$ cat src/logic/ssm_pkg.sv
// Shared types and constants for the quality message timing block
package ssm_pkg;

  // ****************************************************************
  // Clock and time base
  // ****************************************************************
  localparam int CLK_PERIOD_NS = 10;
  localparam int MS_NS         = 1000000;
  localparam int TICK_CYCLES   = MS_NS / CLK_PERIOD_NS;

  // ****************************************************************
  // Delay windows in ms, defaults at the midpoint
  // ****************************************************************
  localparam int HM_MIN_MS  = 500;
  localparam int HM_MAX_MS  = 2000;
  localparam int NSM_MIN_MS = 1;
  localparam int NSM_MAX_MS = 199;
  localparam int SM_MIN_MS  = 180;
  localparam int SM_MAX_MS  = 500;
  localparam int HM_DEF_MS  = (HM_MIN_MS + HM_MAX_MS) / 2;
  localparam int NSM_DEF_MS = (NSM_MIN_MS + NSM_MAX_MS) / 2;
  localparam int SM_DEF_MS  = (SM_MIN_MS + SM_MAX_MS) / 2;
  localparam int MS_W       = 12;

  // ****************************************************************
  // Sizes and quality codes
  // ****************************************************************
  localparam int NPORT = 4;
  localparam int IDX_W = 2;

  typedef logic [4:0] ssm_ql_t;
  typedef logic [3:0] ssm_clock_source_identifier_t;
  typedef logic [2:0] ssm_prio_t;

  localparam ssm_ql_t QL_PRC    = 5'h02;
  localparam ssm_ql_t QL_SSUT   = 5'h04;
  localparam ssm_ql_t QL_SSUL   = 5'h08;
  localparam ssm_ql_t QL_SEC    = 5'h0B;
  localparam ssm_ql_t QUALITY_DO_NOT_USE    = 5'h0F;
  localparam ssm_ql_t QL_NSUPP  = 5'h10;
  localparam ssm_ql_t QL_FAILED = 5'h12;
  localparam ssm_ql_t QL_HOLD   = QL_SEC;
  localparam ssm_ql_t QL_RST    = QUALITY_DO_NOT_USE;
  localparam ssm_clock_source_identifier_t CLOCK_SOURCE_IDENTIFIER_NONE = 4'h0;

  // ****************************************************************
  // Bundles and event kinds
  // ****************************************************************
  typedef struct packed {
    logic      ck;
    logic      server_fail;
    ssm_ql_t   ql;
    ssm_clock_source_identifier_t clock_source_identifier;
  } ssm_cp_s;

  typedef struct packed {
    logic      ck;
    logic      trail_fail;
    ssm_ql_t   ql;
    ssm_clock_source_identifier_t clock_source_identifier;
  } ssm_ap_s;

  typedef enum logic [1:0] {
    EV_NONE = 2'b00,
    EV_HOLD = 2'b01,
    EV_QL   = 2'b10,
    EV_SW   = 2'b11
  } ssm_ev_e;

endpackage

$ cat src/logic/ssm_delay.sv
// Millisecond tick and restartable delay countdown
module ssm_delay #(
  parameter int TICK_CYCLES = ssm_pkg::TICK_CYCLES
) (
  input  wire logic                    mclk,     // System clock
  input  wire logic                    rst,      // Sync reset, high
  input  wire logic                    load,     // Restart with new delay
  input  wire logic [ssm_pkg::MS_W-1:0] delay_ms, // Delay in ms, nonzero
  output logic                         done,     // Pulse at expiry
  output logic                         busy      // Countdown running
);

  logic [31:0]              pre_r;
  logic [ssm_pkg::MS_W-1:0] left_r;
  logic                     tick;

  // Prescaler restarts on load so the delay is exact, not +-1 ms
  assign tick = busy && (pre_r == 32'(TICK_CYCLES - 1));

  always_ff @(posedge mclk)
  begin
    if (rst || load || tick)
      pre_r <= 32'h0000_0000;
    else if (busy)
      pre_r <= pre_r + 32'h0000_0001;
  end

  always_ff @(posedge mclk)
  begin
    if (rst)
      left_r <= '0;
    else if (load)
      left_r <= delay_ms;
    else if (tick)
      left_r <= left_r - 1'b1;
  end

  assign busy = (left_r != '0);
  assign done = tick && (left_r == {{(ssm_pkg::MS_W-1){1'b0}}, 1'b1}) &&
                !load;

endmodule

$ cat src/logic/ssm_timing.sv
// Reference selection, holdover and outgoing quality message timing
// Function
// - Lose the only usable reference: enter holdover immediately.
// - Holdover code goes out 500 to 2000 ms after holdover entry.
// - Quality change without switch goes out in under 200 ms.
// - New source: message change applied 180 to 500 ms later.
// - Connection point bundle: clock, server fail, quality, source id.
// - Access point bundle: clock, trail fail, quality, source id.
// - Input without status messaging gets quality not supported.
// - Insert quality on transmit; send do-not-use or squelch for loops.
// - Pick best non-failed quality, then priority, keep current on tie.
// - Port whose own source id is selected sends do-not-use.
module ssm_timing #(
  parameter int TICK_CYCLES = ssm_pkg::TICK_CYCLES,
  parameter int HM_MS       = ssm_pkg::HM_DEF_MS,
  parameter int NSM_MS      = ssm_pkg::NSM_DEF_MS,
  parameter int SM_MS       = ssm_pkg::SM_DEF_MS
) (
  input  wire logic                              mclk,         // Clock
  input  wire logic                              rst,          // Reset
  input  wire ssm_pkg::ssm_cp_s [ssm_pkg::NPORT-1:0] in_cp,    // Inputs
  input  wire logic [ssm_pkg::NPORT-1:0]         ssm_support,  // Has msgs
  input  wire ssm_pkg::ssm_prio_t [ssm_pkg::NPORT-1:0] prio,   // 0 best
  input  wire logic                              squelch_mode, // Squelch
  output ssm_pkg::ssm_ap_s                       sel_ap,       // Selected
  output ssm_pkg::ssm_cp_s [ssm_pkg::NPORT-1:0]  out_cp,       // Tx ports
  output logic [ssm_pkg::NPORT-1:0]              out_squelch,  // Mute port
  output logic                                   holdover      // Holdover
);

  // ****************************************************************
  // Delay constants
  // ****************************************************************
  // clamp to window
  localparam int HM_C  = (HM_MS < ssm_pkg::HM_MIN_MS) ? ssm_pkg::HM_MIN_MS :
                         (HM_MS > ssm_pkg::HM_MAX_MS) ? ssm_pkg::HM_MAX_MS :
                         HM_MS;
  localparam int NSM_C = (NSM_MS < ssm_pkg::NSM_MIN_MS) ?
                         ssm_pkg::NSM_MIN_MS :
                         (NSM_MS > ssm_pkg::NSM_MAX_MS) ?
                         ssm_pkg::NSM_MAX_MS : NSM_MS;
  localparam int SM_C  = (SM_MS < ssm_pkg::SM_MIN_MS) ? ssm_pkg::SM_MIN_MS :
                         (SM_MS > ssm_pkg::SM_MAX_MS) ? ssm_pkg::SM_MAX_MS :
                         SM_MS;

  // ****************************************************************
  // Receive side quality
  // ****************************************************************
  ssm_pkg::ssm_ql_t [ssm_pkg::NPORT-1:0] eff_ql;
  logic [ssm_pkg::NPORT-1:0]             cand;

  for (genvar g = 0; g < ssm_pkg::NPORT; g++)
  begin : g_rx
    assign eff_ql[g] = !ssm_support[g] ? ssm_pkg::QL_NSUPP :
                       in_cp[g].server_fail ? ssm_pkg::QL_FAILED :
                       in_cp[g].ql;
    assign cand[g] = !in_cp[g].server_fail &&
                     (eff_ql[g] == ssm_pkg::QL_PRC ||
                      eff_ql[g] == ssm_pkg::QL_SSUT ||
                      eff_ql[g] == ssm_pkg::QL_SSUL ||
                      eff_ql[g] == ssm_pkg::QL_SEC);
  end

  // ****************************************************************
  // Selection
  // ****************************************************************
  logic [ssm_pkg::IDX_W-1:0] sel_r;
  logic                      have_r;
  ssm_pkg::ssm_ql_t          sel_ql_r;
  logic [ssm_pkg::IDX_W-1:0] best;
  logic                      found;
  ssm_pkg::ssm_ql_t          bq;
  ssm_pkg::ssm_prio_t        bp;

  always_comb
  begin
    found = have_r && cand[sel_r];
    best  = sel_r;
    bq    = eff_ql[sel_r];
    bp    = prio[sel_r];
    for (int i = 0; i < ssm_pkg::NPORT; i++)
    begin
      if (cand[i] && (!found || eff_ql[i] < bq ||
                      (eff_ql[i] == bq && prio[i] < bp)))
      begin
        found = 1'b1;
        best  = ssm_pkg::IDX_W'(i);
        bq    = eff_ql[i];
        bp    = prio[i];
      end
    end
  end

  always_ff @(posedge mclk)
  begin
    if (rst)
    begin
      sel_r    <= '0;
      have_r   <= 1'b0;
      sel_ql_r <= ssm_pkg::QL_RST;
    end
    else
    begin
      sel_r    <= best;
      have_r   <= found;
      sel_ql_r <= found ? bq : ssm_pkg::QL_HOLD;
    end
  end

  assign holdover = !have_r;

  // ****************************************************************
  // Message events and delay
  // ****************************************************************
  ssm_pkg::ssm_ev_e         ev;
  logic [ssm_pkg::MS_W-1:0] ev_ms;
  ssm_pkg::ssm_ql_t         pend_r;
  ssm_pkg::ssm_ql_t         msg_r;
  ssm_pkg::ssm_ev_e         kind_r;
  logic                     done;

  always_comb
  begin
    if (have_r && !found)
      ev = ssm_pkg::EV_HOLD;
    else if (found && (!have_r || best != sel_r))
      ev = ssm_pkg::EV_SW;
    else if (found && bq != sel_ql_r)
      ev = ssm_pkg::EV_QL;
    else
      ev = ssm_pkg::EV_NONE;
  end

  always_comb
  begin
    unique case (ev)
      ssm_pkg::EV_HOLD: ev_ms = ssm_pkg::MS_W'(HM_C);
      ssm_pkg::EV_QL:   ev_ms = ssm_pkg::MS_W'(NSM_C);
      ssm_pkg::EV_SW:   ev_ms = ssm_pkg::MS_W'(SM_C);
      ssm_pkg::EV_NONE: ev_ms = ssm_pkg::MS_W'(SM_C);
    endcase
  end

  ssm_delay #(
    .TICK_CYCLES (TICK_CYCLES)
  ) u_delay (
    .mclk     (mclk),
    .rst      (rst),
    .load     (ev != ssm_pkg::EV_NONE),
    .delay_ms (ev_ms),
    .done     (done),
    .busy     ()
  );

  always_ff @(posedge mclk)
  begin
    if (rst)
    begin
      pend_r <= ssm_pkg::QL_RST;
      kind_r <= ssm_pkg::EV_NONE;
    end
    else if (ev != ssm_pkg::EV_NONE)
    begin
      pend_r <= found ? bq : ssm_pkg::QL_HOLD;
      kind_r <= ev;
    end
  end

  always_ff @(posedge mclk)
  begin
    if (rst)
      msg_r <= ssm_pkg::QL_RST;
    else if (done)
      msg_r <= pend_r;
  end

  // ****************************************************************
  // Bundles and transmit side
  // ****************************************************************
  ssm_pkg::ssm_clock_source_identifier_t sel_clock_source_identifier;
  assign sel_clock_source_identifier = have_r ? in_cp[sel_r].clock_source_identifier :
                    ssm_pkg::CLOCK_SOURCE_IDENTIFIER_NONE;

  assign sel_ap = '{ck: have_r && in_cp[sel_r].ck, trail_fail: !have_r,
                    ql: msg_r, clock_source_identifier: sel_clock_source_identifier};

  for (genvar g = 0; g < ssm_pkg::NPORT; g++)
  begin : g_tx
    logic loop_w;
    assign loop_w = have_r && sel_r == ssm_pkg::IDX_W'(g);
    // insert quality
    // Holdover runs on the local oscillator, shown as a steady high
    assign out_cp[g] = '{ck: holdover || in_cp[sel_r].ck, server_fail: 1'b0,
                         ql: loop_w ? ssm_pkg::QUALITY_DO_NOT_USE : msg_r,
                         clock_source_identifier: sel_clock_source_identifier};
    assign out_squelch[g] = loop_w && squelch_mode;
  end

  // ****************************************************************
  // Checks
  // ****************************************************************
  logic [31:0] elap_r;
  always_ff @(posedge mclk)
  begin
    if (rst || ev != ssm_pkg::EV_NONE)
      elap_r <= 32'h0000_0000;
    else if (elap_r != 32'hFFFF_FFFF)
      elap_r <= elap_r + 32'h0000_0001;
  end
endmodule

$ cat config.mk
export PLATFORM = sky130hd
export DESIGN_NAME = ssm_timing
export DESIGN_NICKNAME = d
export VERILOG_FILES = /design/src/logic/ssm_pkg.sv /design/src/logic/ssm_delay.sv /design/src/logic/ssm_timing.sv
export SDC_FILE = /design/constraint.sdc
export NUM_CORES = 1
export LEC_CHECK = 0
export BUFFER_PORTS_ARGS = -buffer_cell sky130_fd_sc_hd__buf_2
export CELL_PAD_IN_SITES_DETAIL_PLACEMENT = 0
export CELL_PAD_IN_SITES_GLOBAL_PLACEMENT = 1
export CORE_ASPECT_RATIO = 1.1
export CORE_UTILIZATION = 42
export CTS_BUF_LIST = sky130_fd_sc_hd__clkbuf_8
export DETAILED_ROUTE_END_ITERATION = 12
export PLACE_DENSITY = 0.9
export SYNTH_ARGS = -nofsm -noshare
export SYNTH_HDL_FRONTEND = slang
export SYNTH_HIERARCHICAL = 1
export SYNTH_SLANG_ARGS = --single-unit
$ cat constraint.sdc
create_clock -name mclk -period 11.9 [get_ports mclk]
set_clock_uncertainty 0.1 [all_clocks]
set_input_delay 0.595 -clock mclk [delete_from_list [all_inputs] [get_ports mclk]]
set_output_delay 0.595 -clock mclk [all_outputs]
set_load 0.02 [all_outputs]
* After elaboration in Yosys (flattened, before gate mapping)
Index checks and enable logic that the tools add are counted.
** Word-level totals
- Register bits :: 62
- Bits of input ports :: 63
- Output and inout bits :: 60
- Word-level logic and storage cells :: 160
** Operators by class
- Add/sub/neg operators :: 2
- $lt $le $gt $ge :: 9
- Eq/ne operators :: 30
- Mux-type cells :: 43
- Reduce and logical (&&, ||, !) cells :: 69
** Operators with widths (number)
- $mux 5 :: 18
- $eq 5x4->1 const B :: 8
- $pmux 12 s3 :: 1
- $add 32x1->32 const B :: 1
- $eq 32x17->1 const B :: 1
- $logic_and 1x1->1 :: 28
- $logic_or 1x1->1 :: 24
- $mux 12 :: 2
- $bmux 11 s2 :: 1
- $eq 5x2->1 const B :: 4
- $eq 5x3->1 const B :: 4
- $eq 5x5->1 :: 4
- $lt 5x5->1 :: 4
- $mux 2 :: 7
- $eq 12x1->1 const B :: 1
- $lt 3x3->1 :: 4
- $mux 3 :: 4
- $reduce_bool 12->1 :: 1
- $sub 12x1->12 const B :: 1
- $logic_not 1->1 :: 11
- $mux 11 :: 1
- $bmux 5 s2 :: 1
- $eq 2x2->1 const B :: 4
- $bmux 3 s2 :: 1
- 10 further kinds :: 17

* Depth between registers and ports, before layout
Gate-level depths: netlist of run 1.
- Depth in word-level cells :: 39
- Depth in mapped cells :: 53
- Gate-level depth less buffers :: 49

* By module
Netlist of run 1, hierarchy kept.
** By module, submodules not included
- ssm_timing :: instances 1, cells an instance 424, area each 3364.5 µm², seq. area each 360.3 µm²
- ssm_delay :: instances 1, cells an instance 307, area each 2616.3 µm², seq. area each 880.8 µm²

* Least setup slack after synthesis of run 1
No wires, ideal clock.
- Kind :: input to register
- Start point :: input in_cp[31] in the netlist's numbering
- End point :: register msg_r[0]
- Library setup time :: 0.120 ns
- Arrival time :: 10.533 ns
- Data required time :: 11.680 ns
- Slack :: 1.147 ns
- Stages on the path :: 48
- Buffers on the path :: 7
- Path through :: or3b_1 buf_6 mux4_1 inv_1 ha_1 o311ai_1 nor2_1 nor4b_4 nor4_1 clkbuf_1 mux2i_1 ha_1 a2111oi_0 a21boi_0 or3b_1 a21oi_1 mux2_4 a31oi_4 [12 not listed] o21a_1 o21ai_0 nand2b_1 a21oi_1 nor3_1 nor2_1 o31ai_4 or3_1 a311o_1 o41ai_2 ha_1 inv_1 clkbuf_1 buf_1 and4b_1 clkbuf_1 nor2b_1 a211o_1
** Between the ends
- Cells in the longest elaborated chain, start to end :: 38
- Elaborated cells between the ends (all ways) :: 75
- Classes of those cells :: 7 x order compare; 10 x eq/ne; 24 x mux; 34 x reduce/logical
** Ends and longest elaborated chain
- from (decl) :: line ssm_timing.sv:21 : input wire ssm_pkg::ssm_cp_s [ssm_pkg::NPORT-1:0] in_cp,
- $mux 5 :: line ssm_timing.sv:55 : in_cp[g].server_fail ? ssm_pkg::QL_FAILED :
- $mux 5 :: line ssm_timing.sv:54 : assign eff_ql[g] = !ssm_support[g] ? ssm_pkg::QL_NSUPP :
- $eq 5x2->1 or $eq 5x3->1 (tied branches) :: line ssm_timing.sv:58, ssm_timing.sv:59
- $logic_or 1x1->1 :: line ssm_timing.sv:58 : (eff_ql[g] == ssm_pkg::QL_PRC ||
- $logic_or 1x1->1 :: line ssm_timing.sv:59 : eff_ql[g] == ssm_pkg::QL_SSUT ||
- $logic_or 1x1->1 :: line ssm_timing.sv:60 : eff_ql[g] == ssm_pkg::QL_SSUL ||
- $logic_and 1x1->1 :: line ssm_timing.sv:57 : assign cand[g] = !in_cp[g].server_fail &&
- $bmux 1 s2 :: line ssm_timing.sv:77 : found = have_r && cand[sel_r];
- [23 not listed]
- $logic_and 1x1->1 or $logic_or 1x1->1 (tied branches) :: line ssm_timing.sv:128, ssm_timing.sv:126
- $mux 2 or $logic_and 1x1->1 (tied branches) :: line ssm_timing.sv:128, ssm_timing.sv:126
- $mux 2 :: line ssm_timing.sv:126 : else if (found && (!have_r || best != sel_r))
- $mux 2 (*) :: line ssm_timing.sv:124 : if (have_r && !found)
- $reduce_bool 2->1 (*)
- $logic_not 1->1 (*) :: line ssm_delay.sv:40 : !load;
- $logic_and 1x1->1 (*) :: line ssm_delay.sv:39 : assign done = tick && (left_r == {{(ssm_pkg::MS_W-1){1'b0}}, 1'b1}) &&
- via done :: line ssm_timing.sv:120 : logic done;
- to (signal assigned) :: line ssm_timing.sv:172 : msg_r <= ssm_pkg::QL_RST;
- to (signal assigned) :: line ssm_timing.sv:174 : msg_r <= pend_r;
- to (decl) :: line ssm_timing.sv:118 : ssm_pkg::ssm_ql_t msg_r;
The timed path passes the listed nets; every way through them passes the cells marked *. The select of a mux whose other input is x is not followed.
A chain may end at the register's enable or synchronous reset.

* Worst setup path in the final report of run 1
- Start point :: input in_cp[42] in the netlist's numbering
- End point :: register u_delay/left_r[2] in the netlist's numbering
** Between the ends
- Cells in the longest elaborated chain, start to end :: 39
- Elaborated cells between the ends (all ways) :: 81
- Classes of those cells :: 7 x order compare; 13 x eq/ne; 26 x mux; 35 x reduce/logical
** Ends and longest elaborated chain
- $mux 5 :: line ssm_timing.sv:55
- $mux 5 :: line ssm_timing.sv:54
- $eq 5x2->1 or $eq 5x3->1 (tied branches) :: line ssm_timing.sv:58, ssm_timing.sv:59
- $logic_or 1x1->1 :: line ssm_timing.sv:58
- $logic_or 1x1->1 :: line ssm_timing.sv:59
- $logic_or 1x1->1 :: line ssm_timing.sv:60
- $logic_and 1x1->1 :: line ssm_timing.sv:57
- $bmux 1 s2 :: line ssm_timing.sv:77
- [23 not listed]
- $logic_and 1x1->1 or $logic_or 1x1->1 (tied branches) :: line ssm_timing.sv:128, ssm_timing.sv:126
- $mux 2 or $logic_and 1x1->1 (tied branches) :: line ssm_timing.sv:128, ssm_timing.sv:126
- $mux 2 :: line ssm_timing.sv:126
- $mux 2 (*) :: line ssm_timing.sv:124
- $eq 2x2->1 or $logic_not 2->1 (tied branches) :: line ssm_timing.sv:136 : unique case (ev)
- $reduce_or 2->1 (no source line)
- $pmux 12 s3 :: line ssm_timing.sv:136
- $mux 12 :: line ssm_delay.sv:32 : else if (load)
- to (signal assigned) :: line ssm_delay.sv:33 : left_r <= delay_ms;
- to (signal assigned) :: line ssm_delay.sv:35 : left_r <= left_r - 1'b1;
- to (decl) :: line ssm_delay.sv:14 : logic [ssm_pkg::MS_W-1:0] left_r;
Mark *: on every way between the ends. The rest lies on a longest branch, timed or not. The select of a mux whose other input is x is not followed.

==> results of run 1 <==
==> cells by family (layout without fill, tap and decap cells) <==
kind of cell | after synthesis | in the layout | share of synthesized area, %
AO/OA/AOI/OAI | 129 | 129 | 16.2
XOR/XNOR | 34 | 34 | 4.98
adder cells (fa/ha/maj) | 30 | 30 | 6.28
buffers and inverters | 96 | 187 | 8.31
flip-flops | 62 | 62 | 20.8
multiplexers | 33 | 33 | 8.62
other | 2 | 11 | 0.126
AND/OR/NAND/NOR | 345 | 345 | 34.7
==> flip-flops by register name (all words and copies together) (netlist names) <==
| name | flops |
|---|---|
| msg_r | 5 |
| u_delay/left_r | 12 |
| u_delay/pre_r | 32 |
| sel_ql_r | 5 |
| have_r | 1 |
| pend_r | 5 |
| sel_r | 2 |
==> worst paths after layout <==
kind | from | endpoint | slack, ps | cells past startpoint
max | in_cp[42] | u_delay/left_r[2] | 860 | 45
max reg2reg | sel_r[0] | u_delay/left_r[2] | 1000 | 40
min reg2reg | pend_r[4] | pend_r[4] | 360 | 2
min | pend_r[4] | pend_r[4] | 360 | 2
==> worst max-delay path, delay by kind of cell <==
family / cells / cell delay [ps]
and+or+nand+nor: 16 / 3430
AOI/OAI and AO/OA: 18 / 4000
adders and majority gates: 5 / 1350
buffers and inverters: 4 / 840
muxes: 2 / 950
==> area by class of cell <==
class	instances	area [um^2]	area share [%]
inverter	43	161	2.39
clock inverter	6	25.0	0.371
multi-input combinational	582	4280	63.5
sequential	62	1240	18.4
clock buffer	9	124	1.84
timing repair buffer	129	673	9.98
tap	188	235	3.49
==> repair_timing <==
action                                  4_1_cts  5_1_grt
buffers inserted                              0        0
gates resized for setup                       0        2
endpoints found under the setup margin        0       43
==> synth_stat cells (4+ instances only) <==
cell type | count | area share, %
sky130_fd_sc_hd__ha_1 | 30 | 6.3
sky130_fd_sc_hd__mux2i_1 | 11 | 1.8
sky130_fd_sc_hd__nor3_1 | 27 | 2.3
sky130_fd_sc_hd__xor2_1 | 13 | 1.9
sky130_fd_sc_hd__a311o_1 | 4 | 0.67
sky130_fd_sc_hd__xnor2_1 | 21 | 3.1
sky130_fd_sc_hd__mux2_2 | 5 | 0.94
sky130_fd_sc_hd__o21a_1 | 4 | 0.50
sky130_fd_sc_hd__and4b_1 | 7 | 1.2
sky130_fd_sc_hd__and2_1 | 12 | 1.3
sky130_fd_sc_hd__nor4b_1 | 9 | 1.3
sky130_fd_sc_hd__nand4_1 | 19 | 2.0
sky130_fd_sc_hd__nor4_4 | 4 | 1.4
sky130_fd_sc_hd__buf_2 | 7 | 0.59
sky130_fd_sc_hd__a31oi_1 | 4 | 0.42
sky130_fd_sc_hd__a211o_1 | 7 | 1.0
sky130_fd_sc_hd__nor3b_1 | 4 | 0.50
sky130_fd_sc_hd__nor2_1 | 65 | 4.1
sky130_fd_sc_hd__o21ai_0 | 29 | 2.4
sky130_fd_sc_hd__nand3_1 | 17 | 1.4
sky130_fd_sc_hd__nand2b_1 | 38 | 4.0
sky130_fd_sc_hd__a21oi_1 | 30 | 2.5
sky130_fd_sc_hd__and3_1 | 8 | 0.84
sky130_fd_sc_hd__nor4_1 | 14 | 1.5
sky130_fd_sc_hd__dfxtp_1 | 62 | 21
sky130_fd_sc_hd__inv_1 | 42 | 2.6
sky130_fd_sc_hd__or3_1 | 10 | 1.0
sky130_fd_sc_hd__clkbuf_1 | 12 | 0.75
sky130_fd_sc_hd__nand2_1 | 51 | 3.2
sky130_fd_sc_hd__nor2b_1 | 15 | 1.6
sky130_fd_sc_hd__mux4_2 | 12 | 4.5
sky130_fd_sc_hd__or2_2 | 8 | 0.84
sky130_fd_sc_hd__buf_4 | 28 | 3.5
sky130_fd_sc_hd__a2111oi_2 | 4 | 1.0
sky130_fd_sc_hd__nand3b_1 | 6 | 0.75
==> power groups by stage <==
stage	registers (mW)	logic [mW]	clock network (mW)
2_1_floorplan	0.230	0.176	0
3_3_place_gp	0.235	0.225	0
3_5_place_dp	0.235	0.226	0
4_1_cts	0.231	0.227	0.155
5_1_grt	0.233	0.256	0.164
6_report	0.231	0.230	0.149
==> metrics by stage <==
step	hold slack, ps	setup slack, ps	util (%)	std cells
floorplan	318	1150	-	740
global placement	348	725	47.6	1004
detailed placement	355	439	47.6	1004
CTS	370	781	48.7	1019
global route	388	47.0	48.7	1019
finish	361	862	48.7	1019
==> metal layers <==
layer | global-route usage [%] | vias up | wire [um]
met4 | 9.73 | 0 | 584
met2 | 40.4 | 263 | 7880
li1 | - | 2832 | -
met3 | 4.22 | 39 | 1250
met1 | 29.0 | 2662 | 7210
met5 | 0 | - | 0
==> flow_metrics.py, run 1 <==
metrics = {
    "layout": {
        "final_common_cell": "sky130_fd_sc_hd__buf_2",
        "final_nets": 920,
        "antennaDiodeCount": 0,
        "layout.cell_area.non_filler_um2": 6740,
        "layout.filler_cells": 1369,
        "most-common-layout-cells": "sky130_fd_sc_hd__buf_2, sky130_fd_sc_hd__nor2_1, sky130_fd_sc_hd__dfxtp_1",
        "layout-area-overhead-vs-synth_pct": 12.8,
        "share_of_layout_cells_above_drive_strength_1_pct": 25.0,
    },
    "global_route": {
        "grt_start_max_net_pins": 35,
        "initial_antenna_violation_count": 0,
        "track_usage_pct": 23.6,
        "globalRoute.totalOverflow": 0,
        "first_pass_grt_wire_length_um": 27300,
        "vias_in_the_first_global_route": 5375,
    },
    "yosys": {
        "yosys_warnings": 6,
        "synthesis.area_um2": 5980,
        "synth_edf_count": 0,
        "synth_cell_type_count": 94,
        "post_synth.cell_area_avg_um2": 8.18,
        "asyncSetResetFlopFracSynth_pct": 0,
        "number_of_instances_in_the_synthesized_netlist": 731,
        "yosys_most_used_dff": "sky130_fd_sc_hd__dfxtp_1",
        "synth.ff_latch_count": 62,
        "seq_area_frac_synth_pct": 20.8,
    },
    "clock_tree": {
        "worst_skew_pair.late_latency_ps": 360,
        "cts.sinks": 62,
        "htree_levels": 3,
        "number_of_buffers_added_by_the_clock_tree_synthesis_step": 9,
        "clk_path_buf_depth": 2,
        "ctsHoldBuffers": 0,
        "cts.reportedPaths.clkPinSlew_ps": 60,
        "tritoncts": "done",
        "clockRootBuffer": "sky130_fd_sc_hd__clkbuf_8",
    },
    "placement": {
        "dp_hpwl_um": 13100,
        "finalWeightedCongestion": 0.943,
        "io_buffers": 118,
        "place_area_um2": 6590,
    },
    "route": {
        "first_iter_violations": 323,
        "first_pass_iteration_count_of_the_detailed_router": 5,
        "num_vias": 5796,
        "route.detailed.drc": 0,
        "routed_via_density": 5.69,
        "post_drt_wl_per_cell_um": 16.6,
        "route.final.wire_length_um": 16900,
        "ant_nets": 0,
    },
    "sta": {
        "setup-tns-final_ps": 0,
        "timing.final.max_slew_violations": 0,
        "post-route-period-util_pct": 92.8,
        "maxSlewHeadroom_pct": 45.9,
        "finalSetupViolCount": 0,
        "grt_setup_unrepaired": "no",
        "timing.final.crit_period_ps": 11040,
        "worst_pin_slew_ps": 811,
        "timing.fmax_mhz": 90.6,
        "report.final.hold_viol_count": 0,
    },
    "floorplanning": {
        "die_width_um": 116,
        "floorplan.initialDensity_pct": 43.2,
        "core_outline_area_um2": 13900,
        "num_io_pins": 123,
        "fp.dieH_um": 127,
        "floorplan.rows": 45,
        "die_ar_um2": 14700,
    },
    "pwr": {
        "power_frac_comb_pct": 37.7,
        "total_design_power_mw": 0.610,
        "clkPwrFrac_pct": 24.5,
        "power.density_cell_area_nw_per_um2": 90.4,
        "power_switching_share_pct": 37.4,
        "switching_power_mw": 0.228,
        "cell_internal_pwr_mw": 0.382,
        "ir_worst_vdd_mv": 0.0568,
        "p_seq_share_pct": 37.8,
        "p_leak_nw": 2.75,
    },
    "critical_path": {
        "setup.worst_path.start_class": "input pin",
        "worst_ep_required_time_ps": 12040,
        "cp_data_arrival_time_ps": 11180,
        "worst-path-max-fanout": 23,
        "criticalPathCategory": "in2reg",
        "critical_path.endpoint_type": "register",
        "timing.critical_path.slowest_stage_cell": "sky130_fd_sc_hd__or4_1",
        "delay_contributed_by_the_slowest_stage_of_the_critical_path_ps": 750,
    },
    "min_path": {
        "hp-class": "reg2reg",
    },
    "outcome": {
        "outcome": "complete, no violations",
    },
    "job": {
        "cap_viol_max_count": 0,
    },
}
(Power assumes the default switching activity.)
==> run 2, diff against run 1 <==
- CORE_UTILIZATION: 42 -> 40
- CTS_BUF_LIST: sky130_fd_sc_hd__clkbuf_8 -> default
- PLACE_DENSITY: 0.9 -> 0.86
- clock period: 11.9 -> 10.7 ns (I/O delays scaled with it)
==> run 2 against run 1 <==
  * Critical path depth grew 1
  * First-iteration DRC count shrank 23%
  * Sequential share of layout area shrank 0.84 points
  * Register-to-register slack lost 350 ps
  * Worst hold slack lost 15 ps
  * Global-route usage shrank 2.2 points
  * Setup slack lost 240 ps
  * Total power grew 37%
  * Clock power grew 110%
  * Largest cell class unchanged
==> flow_metrics.py, run 2 (synthesis gave the netlist of run 1 again) <==
metrics = {
    "placement": {
        "post-place-ws_ps": -33.2,
        "place_area_um2": 6690,
        "io_buffers": 118,
        "placed_cells_incl_taps": 1019,
        "dp_hpwl_um": 13000,
        "finalWeightedCongestion": 1.01,
    },
    "sta": {
        "postLayoutSetupSlackWorst_ps": 618,
        "setup-tns-final_ps": 0,
        "timing.fmax_mhz": 99.2,
        "timing.final.max_slew_violations": 0,
        "post-route-period-util_pct": 94.2,
        "report.final.hold_viol_count": 0,
        "maxSlewHeadroom_pct": 58.3,
        "timing.final.crit_period_ps": 10080,
        "holdWs_ps": 346,
        "finalSetupViolCount": 0,
        "worst_pin_slew_ps": 626,
    },
    "route": {
        "ant_nets": 0,
        "route.detailed.drc": 0,
        "post_drt_wl_per_cell_um": 16.1,
        "routed_via_density": 5.60,
        "route.final.wire_length_um": 16700,
        "first_pass_iteration_count_of_the_detailed_router": 5,
        "first_iter_violations": 250,
        "num_vias": 5820,
    },
    "clock_tree": {
        "cts.sinks": 62,
        "cts.reportedPaths.clkPinSlew_ps": 50,
        "htree_levels": 3,
        "number_of_buffers_added_by_the_clock_tree_synthesis_step": 9,
        "worst_skew_pair.late_latency_ps": 330,
        "tritoncts": "done",
        "clk_path_buf_depth": 2,
        "clockRootBuffer": "sky130_fd_sc_hd__clkbuf_16",
    },
    "critical_path": {
        "regToRegSetupSlack_ps": 650,
        "timing.critical_path.max_delay_family": "compound AO/OA/AOI/OAI gates",
        "timing.critical_path.slowest_stage_cell": "sky130_fd_sc_hd__or4_1",
        "reg2reg_to": "u_delay/left_r[9]",
        "worstPathBufferInverterCount": 8,
        "worstReg2RegStart": "sel_r[1]",
        "worstSetupEndpoint": "u_delay/left_r[9]",
        "critical_path.endpoint_type": "register",
        "crit_path_start": "ssm_support[3]",
        "setup.worst_path.start_class": "input pin",
        "criticalPathCategory": "in2reg",
        "worst-path-max-fanout": 11,
        "worstSetupPathDepth": 46,
        "cp_data_arrival_time_ps": 10240,
        "delay_contributed_by_the_slowest_stage_of_the_critical_path_ps": 610,
        "worst_path_most_repeated_cell": "sky130_fd_sc_hd__ha_1",
        "ff2ff_path_depth": 43,
        "worst_ep_required_time_ps": 10850,
    },
    "global_route": {
        "first_pass_grt_wire_length_um": 26200,
        "vias_in_the_first_global_route": 5324,
        "initial_antenna_violation_count": 4,
        "globalRoute.totalOverflow": 0,
        "grt_start_max_net_pins": 35,
        "track_usage_pct": 21.4,
    },
    "layout": {
        "max_flop_register": "u_delay/pre_r",
        "layout-area-overhead-vs-synth_pct": 18.1,
        "layout.cell_area.non_filler_um2": 7070,
        "final_cell_count_no_fill": 1040,
        "most-common-layout-cells": "sky130_fd_sc_hd__buf_2, sky130_fd_sc_hd__nor2_1, sky130_fd_sc_hd__dfxtp_1",
        "largest_registers": "u_delay/pre_r (32), u_delay/left_r (12)",
        "share_of_layout_cells_above_drive_strength_1_pct": 27.3,
        "final_common_cell": "sky130_fd_sc_hd__buf_2",
        "final_nets": 933,
        "largest_reg_flops": 32,
        "utilization_pct": 48.7,
    },
    "floorplanning": {
        "die_ar_um2": 15400,
        "num_io_pins": 123,
        "core_outline_area_um2": 14500,
        "die_width_um": 119,
        "floorplan.rows": 46,
        "floorplan.initialDensity_pct": 41.2,
        "fp.dieH_um": 130,
    },
    "pwr": {
        "total_design_power_mw": 0.834,
        "power_frac_comb_pct": 31.7,
        "switching_power_mw": 0.271,
        "power.density_cell_area_nw_per_um2": 118,
        "cell_internal_pwr_mw": 0.563,
        "power_switching_share_pct": 32.5,
        "ir_worst_vdd_mv": 0.104,
        "p_leak_nw": 2.88,
        "clkPwrFrac_pct": 37.5,
        "p_seq_share_pct": 30.8,
    },
    "min_path": {
        "hp-class": "reg2reg",
    },
    "outcome": {
        "outcome": "complete, no violations",
    },
    "job": {
        "cap_viol_max_count": 0,
    },
}
## run 2: cell types whose count changed in the layout (fill, tap and decap cells not counted), moves of 2 or more
cell,change
sky130_fd_sc_hd__clkbuf_8,-8
sky130_fd_sc_hd__nor2b_2,+2
sky130_fd_sc_hd__diode_2,+3
sky130_fd_sc_hd__buf_4,+10
sky130_fd_sc_hd__a2111oi_0,-2
sky130_fd_sc_hd__inv_1,-5
sky130_fd_sc_hd__clkbuf_16,+9
sky130_fd_sc_hd__nor2b_1,-2
sky130_fd_sc_hd__bufinv_16,+2
sky130_fd_sc_hd__clkbuf_1,+2
## run 2: final cells by class
class                           instances  area (um^2)
Clock inverter                          4         70.1
Timing Repair Buffer                  141          779
Antenna cell                            3         7.51
Multi-Input combinational cell        583         4320
Sequential cell                        62         1240
Tap cell                              192          240
Inverter                               43          161
Fill cell                            1420         7440
Clock buffer                           12          246
## run 2: how the worst min path moves through the flow
stage / startpoint / to / slack [ps] / depth (start not counted)
after floorplan: pend_r[4] / pend_r[4] / 320 / 2
after global placement: pend_r[4] / pend_r[4] / 340 / 2
after detailed placement: pend_r[4] / pend_r[4] / 330 / 2
after CTS: pend_r[4] / pend_r[4] / 340 / 2
after global routing: pend_r[4] / pend_r[4] / 360 / 2
final: pend_r[4] / pend_r[4] / 350 / 2
## run 2: power by group through the flow
| stage | registers (mW) | logic, mW | clock network, mW |
|---|---|---|---|
| after floorplan | 0.256 | 0.196 | 0 |
| after global placement | 0.261 | 0.255 | 0 |
| after detailed placement | 0.261 | 0.257 | 0 |
| after CTS | 0.257 | 0.259 | 0.319 |
| after global routing | 0.259 | 0.291 | 0.329 |
| final | 0.257 | 0.264 | 0.313 |
## run 2: what timing repair did
action,CTS,global route
setup buffers,0,1
gates resized for setup,0,13
setup endpoints to repair,0,51
hold endpoints to repair,0,0
hold buffers,0,0
## run 2: worst reg2reg max path: cells and delay by family, from the launching register on
family	cells	cell delay [ps]
multiplexers	3	750
AND/OR/NAND/NOR	11	2200
AO/OA/AOI/OAI	17	3400
buffers and inverters	7	1240
flip-flops	1	710
adder cells (fa/ha/maj)	5	1560
## run 2: metal layers
layer | vias to the layer above | share of wire, % | track usage [%]
met5 | - | 0.048 | 0
met4 | 2 | 2.1 | 7.22
met3 | 36 | 6.8 | 5.77
met2 | 212 | 49 | 38.6
met1 | 2686 | 42 | 24.5
li1 | 2884 | - | -
